**src/rtl/atx_pkg.sv**
```systemverilog
// constants, types and timing for the aes3 tx boundary and mono block
// assumes one clock, the output master clock, for all users
package atx_pkg;

    localparam int unsigned DATA_W = 24;
    localparam int unsigned FIFO_DEPTH = 16;
    // output master clock cycles per sub-frame slot
    localparam int unsigned SUB_CYC = 32;
    localparam int unsigned HALF_SUB = SUB_CYC / 2;
    localparam int unsigned SLOT_W = $clog2(SUB_CYC);
    // frames in one channel status block
    localparam int unsigned BLK_FRAMES = 192;
    localparam int unsigned FRM_W = 8;
    // frames for which the boundary output stays high
    localparam int unsigned BND_HIGH_FRAMES = 16;
    // boundary input must be high for more than this many cycles
    localparam int unsigned BND_MIN_HIGH = 3;
    localparam int unsigned BND_CNT_W = 3;

    localparam logic [SLOT_W-1:0] SLOT_LAST = SLOT_W'(SUB_CYC - 1);
    localparam logic [SLOT_W-1:0] SLOT_HALF = SLOT_W'(HALF_SUB);
    localparam logic [FRM_W-1:0] FRM_LAST = FRM_W'(BLK_FRAMES - 1);
    localparam logic [FRM_W-1:0] FRM_BND_END = FRM_W'(BND_HIGH_FRAMES);
    localparam logic [BND_CNT_W-1:0] BND_CNT_HIT = BND_CNT_W'(BND_MIN_HIGH);

    typedef enum logic [1:0] {
        ATX_PRE_Z,
        ATX_PRE_X,
        ATX_PRE_Y
    } atx_pre_t;

    typedef enum logic {
        ATX_SRC_RX,
        ATX_SRC_SERIAL
    } atx_src_t;

    typedef enum logic {
        ATX_SUB_A,
        ATX_SUB_B
    } atx_sub_t;

    typedef struct packed {
        logic [DATA_W-1:0] left;
        logic [DATA_W-1:0] right;
    } atx_sample_t;

    typedef struct packed {
        logic [DATA_W-1:0] data;
        atx_pre_t pre;
        logic cs;
        logic user;
    } atx_subframe_t;

    typedef struct packed {
        logic [DATA_W-1:0] data;
        logic is_a;
    } atx_rx_sub_t;

endpackage

```
**src/rtl/atx_fifo.sv**
```systemverilog
// synchronous fifo with valid and ready on both sides
// assumes single clock, synchronous active-low reset
`timescale 1ns/1ps
module atx_fifo #(
    parameter int unsigned WIDTH = 48,
    parameter int unsigned DEPTH = 16
) (
    // clock and reset
    input wire logic i_clk_sys,
    input wire logic i_reset_n,
    // fill side
    input wire logic i_valid,
    input wire logic [WIDTH-1:0] i_data,
    output logic o_ready,
    // drain side
    output logic o_valid,
    output logic [WIDTH-1:0] o_data,
    input wire logic i_ready
);
    localparam int unsigned PW = $clog2(DEPTH);
    localparam int unsigned CW = $clog2(DEPTH + 1);
    localparam logic [CW-1:0] CNT_FULL = CW'(DEPTH);
    localparam logic [CW-1:0] CNT_ONE = CW'(1);

    logic [WIDTH-1:0] mem_q [DEPTH];
    logic [PW-1:0] wr_q;
    logic [PW-1:0] rd_q;
    logic [CW-1:0] cnt_q;
    logic [CW-1:0] cnt_d;
    logic full_q;
    logic empty_q;
    logic push;
    logic pop;

    assign push = i_valid && !full_q;
    assign pop = i_ready && !empty_q;
    assign o_valid = !empty_q;
    assign o_data = mem_q[rd_q];
    assign cnt_d = cnt_q + (push ? CNT_ONE : '0) - (pop ? CNT_ONE : '0);

    always_ff @(posedge i_clk_sys)
    begin
        if (push)
        begin
            mem_q[wr_q] <= i_data;
        end
    end

    always_ff @(posedge i_clk_sys)
    begin
        if (!i_reset_n)
        begin
            wr_q <= '0;
            rd_q <= '0;
            cnt_q <= '0;
            full_q <= 1'b0;
            empty_q <= 1'b1;
            o_ready <= 1'b1;
        end
        else
        begin
            wr_q <= push ? PW'(wr_q + 1'b1) : wr_q;
            rd_q <= pop ? PW'(rd_q + 1'b1) : rd_q;
            cnt_q <= cnt_d;
            full_q <= (cnt_d == CNT_FULL);
            // ready straight from a flop, same timing as the full flag
            o_ready <= (cnt_d != CNT_FULL);
            empty_q <= (cnt_d == '0);
        end
    end
endmodule // atx_fifo

```
**src/rtl/atx_bnd_qual.sv**
```systemverilog
// qualifies the block-boundary input: one pulse per long high
// assumes the pin is synchronous to the output master clock
`timescale 1ns/1ps
module atx_bnd_qual (
    // clock and reset
    input wire logic i_clk_sys,
    input wire logic i_reset_n,
    // pin and result
    input wire logic i_pin,
    output logic o_pulse
);
    logic [atx_pkg::BND_CNT_W-1:0] cnt_q;

    // count consecutive high cycles, saturating past the threshold
    always_ff @(posedge i_clk_sys)
    begin
        if (!i_reset_n)
        begin
            cnt_q <= '0;
        end
        else if (!i_pin)
        begin
            cnt_q <= '0;
        end
        else if (cnt_q <= atx_pkg::BND_CNT_HIT)
        begin
            cnt_q <= cnt_q + 1'b1;
        end
    end

    // fires on the fourth high cycle only
    always_ff @(posedge i_clk_sys)
    begin
        if (!i_reset_n)
        begin
            o_pulse <= 1'b0;
        end
        else
        begin
            o_pulse <= i_pin && (cnt_q == atx_pkg::BND_CNT_HIT);
        end
    end
endmodule // atx_bnd_qual

```
**src/rtl/atx_core.sv**
```systemverilog
// aes3 transmit framing, boundary pin, line drivers and mono routing
// assumes i_clk_sys is the output master clock; inputs synchronous to it
// Summary of operation
// boundary pin works as input or output
// input high over 3 cycles restarts frame, block
// output mode with rx source aligns frames
// output mode serial source aligns A to clock
// line outputs grounded: reset, no clock, request
// mute bit zeroes transmitted audio at once
// separate rx and tx mono select bits
// rx mono doubles sample rate and clock
// rx mono sends A, B as consecutive samples
// tx mono alternates one channel into A, B
// tx mono picks which status block is sent
// rx mono serial out: same left, right
// tx mono frame rate half input rate
// tx mono takes left or right positions
// word timing 50% duty, doubled in mono
// user bits from pin or internal storage
// transmitter clocked by output master clock
// boundary highs of 3 cycles ignored
`timescale 1ns/1ps
module atx_core (
    // clock and reset
    input wire logic i_clk_sys,
    input wire logic i_reset_n,
    // control bits
    input wire logic i_bnd_dir_out,
    input wire atx_pkg::atx_src_t i_tx_src,
    input wire logic i_tx_mono_select,
    input wire logic i_tx_mono_side_pick,
    input wire logic i_tx_mono_cs_pick,
    input wire logic i_rx_mono_select,
    input wire logic i_tx_mute,
    input wire logic i_line_force_gnd,
    input wire logic i_user_from_pin,
    input wire logic i_input_word_clock_polarity,
    // timing references
    input wire logic i_tx_clk_present,
    input wire logic i_rx_frame_start,
    input wire logic i_input_word_clock,
    // block boundary pin
    input wire logic i_tx_block_boundary,
    output logic o_tx_block_boundary,
    output logic o_tx_block_boundary_oe_n,
    // transmit sample stream
    input wire logic i_smp_valid,
    input wire atx_pkg::atx_sample_t i_smp,
    output logic o_smp_ready,
    // channel status and user bits
    input wire logic i_cs_a,
    input wire logic i_cs_b,
    input wire logic i_user_store,
    input wire logic i_user_pin,
    output logic [atx_pkg::FRM_W-1:0] o_cs_frame_idx,
    output logic o_virtual_word_clock,
    // sub-frames to the encoder
    output logic o_sub_valid,
    output atx_pkg::atx_subframe_t o_sub,
    // line drivers
    input wire logic i_biphase_bit,
    output logic o_line_out_pos,
    output logic o_line_out_neg,
    // received sub-frames in, samples out
    input wire logic i_rx_sub_valid,
    input wire atx_pkg::atx_rx_sub_t i_rx_sub,
    output logic o_rx_smp_valid,
    output atx_pkg::atx_sample_t o_rx_smp,
    output logic o_rx_rate_x2
);
    // fifo and boundary qualifier
    logic fifo_ready;
    logic fifo_valid;
    logic fifo_pop;
    atx_pkg::atx_sample_t fifo_data;
    logic bnd_pulse;

    // frame timing
    logic [atx_pkg::SLOT_W-1:0] slot_q;
    atx_pkg::atx_sub_t sub_q;
    logic [atx_pkg::FRM_W-1:0] frm_q;
    logic [atx_pkg::FRM_W-1:0] frm_next;
    logic wclk_q;
    logic wclk_now;
    logic wclk_lead;
    logic blk_restart;
    logic align;
    logic slot_end;
    logic start;
    atx_pkg::atx_sub_t sub_d;
    logic [atx_pkg::FRM_W-1:0] frm_d;

    // sample selection
    atx_pkg::atx_sample_t hold_q;
    atx_pkg::atx_sample_t cur;
    logic [atx_pkg::DATA_W-1:0] pick;
    logic mono_side_d;

    // receive pairing
    logic [atx_pkg::DATA_W-1:0] rx_a_q;
    logic rx_have_a_q;

    atx_fifo #(
        .WIDTH($bits(atx_pkg::atx_sample_t)),
        .DEPTH(atx_pkg::FIFO_DEPTH)
    ) u_fifo (
        .i_clk_sys(i_clk_sys),
        .i_reset_n(i_reset_n),
        .i_valid(i_smp_valid),
        .i_data(i_smp),
        .o_ready(fifo_ready),
        .o_valid(fifo_valid),
        .o_data(fifo_data),
        .i_ready(fifo_pop)
    );

    atx_bnd_qual u_bnd_qual (
        .i_clk_sys(i_clk_sys),
        .i_reset_n(i_reset_n),
        .i_pin(i_tx_block_boundary),
        .o_pulse(bnd_pulse)
    );

    assign o_smp_ready = fifo_ready;

    // restart and alignment events
    assign wclk_now = i_input_word_clock ^ i_input_word_clock_polarity;
    assign wclk_lead = wclk_now && !wclk_q;
    assign blk_restart = !i_bnd_dir_out && bnd_pulse;
    always_comb
    begin
        align = 1'b0;
        if (i_bnd_dir_out && i_tx_src == atx_pkg::ATX_SRC_RX)
        begin
            align = i_rx_frame_start;
        end
        else if (i_bnd_dir_out)
        begin
            // in mono the word clock leads twice per frame; only B precedes A
            align = wclk_lead && (!i_tx_mono_select || sub_q == atx_pkg::ATX_SUB_B);
        end
    end

    assign slot_end = (slot_q == atx_pkg::SLOT_LAST);
    assign start = blk_restart || align || slot_end;
    assign frm_next = (frm_q == atx_pkg::FRM_LAST) ? '0 : frm_q + 1'b1;

    always_comb
    begin
        sub_d = sub_q;
        frm_d = frm_q;
        if (blk_restart)
        begin
            sub_d = atx_pkg::ATX_SUB_A;
            frm_d = '0;
        end
        else if (align)
        begin
            sub_d = atx_pkg::ATX_SUB_A;
            frm_d = (sub_q == atx_pkg::ATX_SUB_B) ? frm_next : frm_q;
        end
        else if (slot_end && sub_q == atx_pkg::ATX_SUB_A)
        begin
            sub_d = atx_pkg::ATX_SUB_B;
        end
        else if (slot_end)
        begin
            sub_d = atx_pkg::ATX_SUB_A;
            frm_d = frm_next;
        end
    end

    // slot and frame counters run on the output master clock
    always_ff @(posedge i_clk_sys)
    begin
        if (!i_reset_n)
        begin
            slot_q <= '0;
            sub_q <= atx_pkg::ATX_SUB_A;
            frm_q <= '0;
            // follow the pin in reset: no false leading edge on release
            wclk_q <= wclk_now;
        end
        else
        begin
            slot_q <= start ? '0 : slot_q + 1'b1;
            sub_q <= sub_d;
            frm_q <= frm_d;
            wclk_q <= wclk_now;
        end
    end

    // stereo pops one sample per frame, mono one per sub-frame
    assign fifo_pop = start && (i_tx_mono_select || sub_d == atx_pkg::ATX_SUB_A);
    assign cur = fifo_valid ? fifo_data : hold_q;
    assign mono_side_d = i_tx_mono_side_pick;
    assign pick = mono_side_d ? cur.right : cur.left;

    always_ff @(posedge i_clk_sys)
    begin
        if (!i_reset_n)
        begin
            hold_q <= '0;
        end
        else if (fifo_pop && fifo_valid)
        begin
            hold_q <= fifo_data;
        end
    end

    // sub-frame assembly
    always_ff @(posedge i_clk_sys)
    begin
        if (!i_reset_n)
        begin
            o_sub_valid <= 1'b0;
            o_sub <= '0;
        end
        else
        begin
            o_sub_valid <= start;
            if (start)
            begin
                if (i_tx_mute)
                begin
                    o_sub.data <= '0;
                end
                else if (i_tx_mono_select)
                begin
                    o_sub.data <= pick;
                end
                else if (sub_d == atx_pkg::ATX_SUB_A)
                begin
                    o_sub.data <= cur.left;
                end
                else
                begin
                    o_sub.data <= hold_q.right;
                end
                if (sub_d == atx_pkg::ATX_SUB_B)
                begin
                    o_sub.pre <= atx_pkg::ATX_PRE_Y;
                end
                else if (frm_d == '0)
                begin
                    o_sub.pre <= atx_pkg::ATX_PRE_Z;
                end
                else
                begin
                    o_sub.pre <= atx_pkg::ATX_PRE_X;
                end
                if (i_tx_mono_select)
                begin
                    o_sub.cs <= i_tx_mono_cs_pick ? i_cs_b : i_cs_a;
                end
                else
                begin
                    o_sub.cs <= (sub_d == atx_pkg::ATX_SUB_B) ? i_cs_b : i_cs_a;
                end
                o_sub.user <= i_user_from_pin ? i_user_pin : i_user_store;
            end
        end
    end

    // block index, boundary pin and word timing reference
    always_ff @(posedge i_clk_sys)
    begin
        if (!i_reset_n)
        begin
            o_cs_frame_idx <= '0;
            o_tx_block_boundary <= 1'b0;
            o_tx_block_boundary_oe_n <= 1'b1;
            o_virtual_word_clock <= 1'b0;
        end
        else
        begin
            o_cs_frame_idx <= frm_d;
            o_tx_block_boundary <= i_bnd_dir_out && (frm_d < atx_pkg::FRM_BND_END);
            o_tx_block_boundary_oe_n <= !i_bnd_dir_out;
            if (i_tx_mono_select)
            begin
                o_virtual_word_clock <= start || (slot_q < atx_pkg::SLOT_HALF - 1'b1);
            end
            else
            begin
                o_virtual_word_clock <= (sub_d == atx_pkg::ATX_SUB_A);
            end
        end
    end

    // line drivers forced low in reset, without clock, or on request
    always_ff @(posedge i_clk_sys)
    begin
        if (!i_reset_n)
        begin
            o_line_out_pos <= 1'b0;
            o_line_out_neg <= 1'b0;
        end
        else
        begin
            o_line_out_pos <= i_tx_clk_present && !i_line_force_gnd && i_biphase_bit;
            o_line_out_neg <= i_tx_clk_present && !i_line_force_gnd && !i_biphase_bit;
        end
    end

    // receive side: pairs A and B in stereo, one sample each in mono
    always_ff @(posedge i_clk_sys)
    begin
        if (!i_reset_n)
        begin
            rx_a_q <= '0;
            rx_have_a_q <= 1'b0;
            o_rx_smp_valid <= 1'b0;
            o_rx_smp <= '0;
            o_rx_rate_x2 <= 1'b0;
        end
        else
        begin
            o_rx_rate_x2 <= i_rx_mono_select;
            o_rx_smp_valid <= 1'b0;
            if (i_rx_sub_valid && i_rx_mono_select)
            begin
                o_rx_smp.left <= i_rx_sub.data;
                o_rx_smp.right <= i_rx_sub.data;
                o_rx_smp_valid <= 1'b1;
                rx_have_a_q <= 1'b0;
            end
            else if (i_rx_sub_valid && i_rx_sub.is_a)
            begin
                rx_a_q <= i_rx_sub.data;
                rx_have_a_q <= 1'b1;
            end
            else if (i_rx_sub_valid && rx_have_a_q)
            begin
                o_rx_smp.left <= rx_a_q;
                o_rx_smp.right <= i_rx_sub.data;
                o_rx_smp_valid <= 1'b1;
                rx_have_a_q <= 1'b0;
            end
        end
    end
endmodule // atx_core

```
**config.mk**
```make
export PLATFORM = sky130hd
export DESIGN_NAME = atx_core
export DESIGN_NICKNAME = d
export VERILOG_FILES = /design/src/rtl/atx_pkg.sv /design/src/rtl/atx_fifo.sv /design/src/rtl/atx_bnd_qual.sv /design/src/rtl/atx_core.sv
export SDC_FILE = /design/constraint.sdc
export NUM_CORES = 1
export LEC_CHECK = 0
export BUFFER_PORTS_ARGS = -buffer_cell sky130_fd_sc_hd__buf_2
export CORE_MARGIN = 5
export CORE_UTILIZATION = 58
export CTS_CLUSTER_DIAMETER = 120
export DETAILED_ROUTE_END_ITERATION = 8
export PLACE_DENSITY_LB_ADDON = 0.2
export SKIP_LAST_GASP = 1
export SLEW_MARGIN = 20
export SYNTH_ARGS = -nofsm -noshare
export SYNTH_HDL_FRONTEND = slang
export SYNTH_HIERARCHICAL = 1
export SYNTH_SLANG_ARGS = --single-unit
```
**constraint.sdc**
```tcl
create_clock -name i_clk_sys -period 6.7 [get_ports i_clk_sys]
set_input_delay 1.005 -clock i_clk_sys [delete_from_list [all_inputs] [get_ports i_clk_sys]]
set_output_delay 1.005 -clock i_clk_sys [all_outputs]
set_load 0.03 [all_outputs]
```
==> impl_metrics.py <==
metrics = {
    "drt": {
        "num_vias": 20800,
        "viasPerCell": 6.26,
        "drt-initial-drc-count": 2254,
        "wl_um": 86800,
        "final_antenna_net_count": 0,
        "avgRoutedWirePerCell_um": 26.2,
        "dr.pass1.iters": 5,
        "drcViolationCount": 0,
    },
    "setup_path": {
        "path_cells": "buf_2, nand2b_1, a31o_4, a211oi_2, a21oi_1, nor2b_1, xor2_1, ha_1, fa_1, a21o_1, a21oi_1, xnor2_1, and4b_1",
        "crit_required_ns": 7.26,
        "crit_end": "u_fifo/full_q$_SDFF_PN0_",
        "rr_endpoint": "u_fifo/full_q$_SDFF_PN0_",
        "r2r_cells": 15,
        "r2r_slack_ns": 2.81,
        "startpoint_type": "primary input",
        "cp_slowest_stage_delay_ns": 0.70,
        "setup.worst_path.class": "primary input to flop",
        "cp.arrival_ns": 4.48,
        "worstReg2RegStart": "slot_q[0]$_SDFF_PP0_",
        "cp_common_cell": "a21oi_1",
        "worst-path-max-fanout": 22,
        "end_kind": "flop",
        "slowest_stage": "a211oi_2",
        "startpoint": "i_tx_mono_select",
    },
    "die": {
        "die_h_um": 264,
        "die-area_mm2": 0.0696,
        "pin_count": 189,
        "rows": 93,
        "initial_core_util": 0.583,
        "die_w_um": 264,
        "core_mm2": 0.0641,
    },
    "final_layout": {
        "finalInstanceArea_mm2": 0.0424,
        "area_growth_pct": 13.4,
        "nets": 2493,
        "drive_gt1_frac": 0.247,
    },
    "sta": {
        "hold_viol": 0,
        "setup_violations": 0,
        "fin_setup_tns_ns": 0,
        "min_period_ns": 3.92,
        "grt_setup_unrepaired": "no",
        "slew_headroom": 0.259,
        "clock.fmax_ghz": 0.255,
        "final_max_slew_viol_count": 0,
        "fin_worst_skew_ns": 0.0308,
        "worst_slew_pin_slew_ns": 1.11,
        "final.period_utilization": 0.586,
    },
    "logic_synthesis": {
        "synth_area_mm2": 0.0374,
        "synth_cell_type_count": 61,
        "yosysWarnings": 6,
        "synthArstFlopShare": 0,
        "synth_area_leaders": "edfxtp_1, mux4_2, dfxtp_1",
        "ys_ff_latch": 964,
        "synthMostInstantiatedCell": "edfxtp_1",
        "synth_common_cells": "edfxtp_1, nand2_1, mux4_2",
        "synth_top_area_cell": "edfxtp_1",
        "yosysTopAreaCellShare": 0.617,
        "syn_avg_cell_area_um2": 17.0,
        "synth-edff-count": 768,
        "syn_inst": 2205,
        "syn_nets": 2317,
        "synth_seq_area_share": 0.722,
        "synth_ff_type": "edfxtp_1",
    },
    "status": {
        "outcome": "finished, final reports clean",
    },
    "clock_tree": {
        "clkLatencyLatePin_ns": 0.65,
        "cts_tree": "built",
        "hold_buffers": 0,
        "clk_pin_slew_worst_paths_ns": 0.06,
        "h-tree-depth": 3,
        "cts_buffer_depth": 3,
        "postCtsSetupRepairBufs": 0,
        "numCtsBuffers": 95,
        "cts.repair.resized": 0,
        "clkSinkCount": 964,
        "root_buffer": "clkbuf_16",
    },
    "place": {
        "gp_congestion": 0.825,
        "io_buffers": 188,
        "hpwl_um": 49300,
        "place_area_mm2": 0.0392,
    },
    "hold_path": {
        "min_path_cells": 2,
        "hp-class": "flop to flop",
    },
    "pwr": {
        "p_per_area_mw_per_mm2": 323,
        "peakVddDrop_v": 0.000268,
        "p_leak_nw": 14.3,
    },
    "grt": {
        "grt_max_degree": 122,
        "grt_usage": 0.247,
        "antenna_found_initial": 9,
        "grt_pass1_wl_um": 131000,
        "grt-ovfl-total": 0,
        "grt_pass1_vias": 20800,
    },
    "run": {
        "cap_violations": 0,
    },
}
-- state kept, by name (all words and copies together), names as in the netlist, 5 cells and up, named ones only --
signal	flops
o_cs_frame_idx	8
hold_q	48
rx_a_q	24
o_sub	28
slot_q	5
u_fifo/cnt_q	5
o_rx_smp	48
u_fifo/mem_q	768
-- cell families after synthesis --
family,share of synthesized area
AO/OA/AOI/OAI,0.0646
XOR/XNOR,0.00422
adder cells (fa/ha/maj),0.00556
buffers and inverters,0.0199
flip-flops,0.722
multiplexers,0.124
AND/OR/NAND/NOR,0.0603
-- cell type report --
| cell class | count | area, µm² |
|---|---|---|
| Timing Repair Buffer | 228 | 1280 |
| Sequential cell | 964 | 27000 |
| Tap cell | 855 | 1070 |
| Clock inverter | 62 | 682 |
| Clock buffer | 115 | 2520 |
| Fill cell | 4256 | 21700 |
| Multi-Input combinational cell | 1078 | 9800 |
| Antenna cell | 4 | 10.0 |
| Inverter | 14 | 52.6 |
-- through the flow --
| stage | hold WS [ns] | util | worst slack [ns] | power, mW | cells |
|---|---|---|---|---|---|
| finish | 0.451 | 0.662 | 2.78 | 13.7 | 3320 |
| global route | 0.470 | 0.661 | 2.51 | 14.2 | 3318 |
| CTS | 0.452 | 0.661 | 2.82 | 13.8 | 3316 |
| detailed placement | 0.444 | 0.611 | 2.17 | 8.44 | 3139 |
| global placement | 0.436 | 0.611 | 2.28 | 8.39 | 3139 |
| floorplan | 0.430 | - | 1.30 | 7.95 | 2205 |
-- critical path, delay by kind of cell --
kind / cells / cell delay, ns
AOI/OAI and AO/OA: 5 / 1.48
xor gates and xnor gates: 2 / 0.37
adders and majority gates: 2 / 0.68
buffers and inverters: 1 / 0.31
and+or+nand+nor: 3 / 0.62
-- routing by layer --
metal / vias up / share of wire / global-route usage
li1: 9031 / - / -
met1: 10700 / 0.40 / 0.345
met2: 897 / 0.49 / 0.407
met3: 131 / 0.084 / 0.0501
met4: 8 / 0.024 / 0.0645
met5: - / 0.00055 / 0
-- how the worst min path moves through the flow --
stage / endpoint / start / slack [ns]
2_1_floorplan: slot_q[0]$_SDFF_PP0_ / slot_q[0]$_SDFF_PP0_ / 0.43
3_3_place_gp: o_sub[6]$_SDFFE_PN0P_ / o_sub[6]$_SDFFE_PN0P_ / 0.44
3_5_place_dp: o_sub[13]$_SDFFE_PN0P_ / o_sub[13]$_SDFFE_PN0P_ / 0.44
4_1_cts: o_sub[13]$_SDFFE_PN0P_ / o_sub[13]$_SDFFE_PN0P_ / 0.45
5_1_grt: o_sub[13]$_SDFFE_PN0P_ / o_sub[13]$_SDFFE_PN0P_ / 0.47
6_report: o_sub[11]$_SDFFE_PN0P_ / o_sub[11]$_SDFFE_PN0P_ / 0.45
-- cell usage in the layout (no fill, tap or decap), types with 19 or more instances in the layout --
cell type  instances
dfxtp_1          194
clkinv_1          19
nand2_1          266
o21ai_0           64
nand3_1          103
nor2b_1           26
a22oi_1           96
edfxtp_1         768
o211a_1           25
clkinv_2          21
a21oi_1           23
buf_4             37
clkbuf_16         97
mux4_2           200
buf_2            187
a21boi_0          50
-- power by group --
part           switching, mW  internal [mW]  leakage, nW  total [mW]
clock                   2.20           3.19         1.57        5.39
combinational          0.927          0.575         4.19        1.50
sequential            0.0990           6.72         8.53        6.82
total                   3.22           10.5         14.3        13.7
No activity file was read; power rests on OpenSTA's default activity.
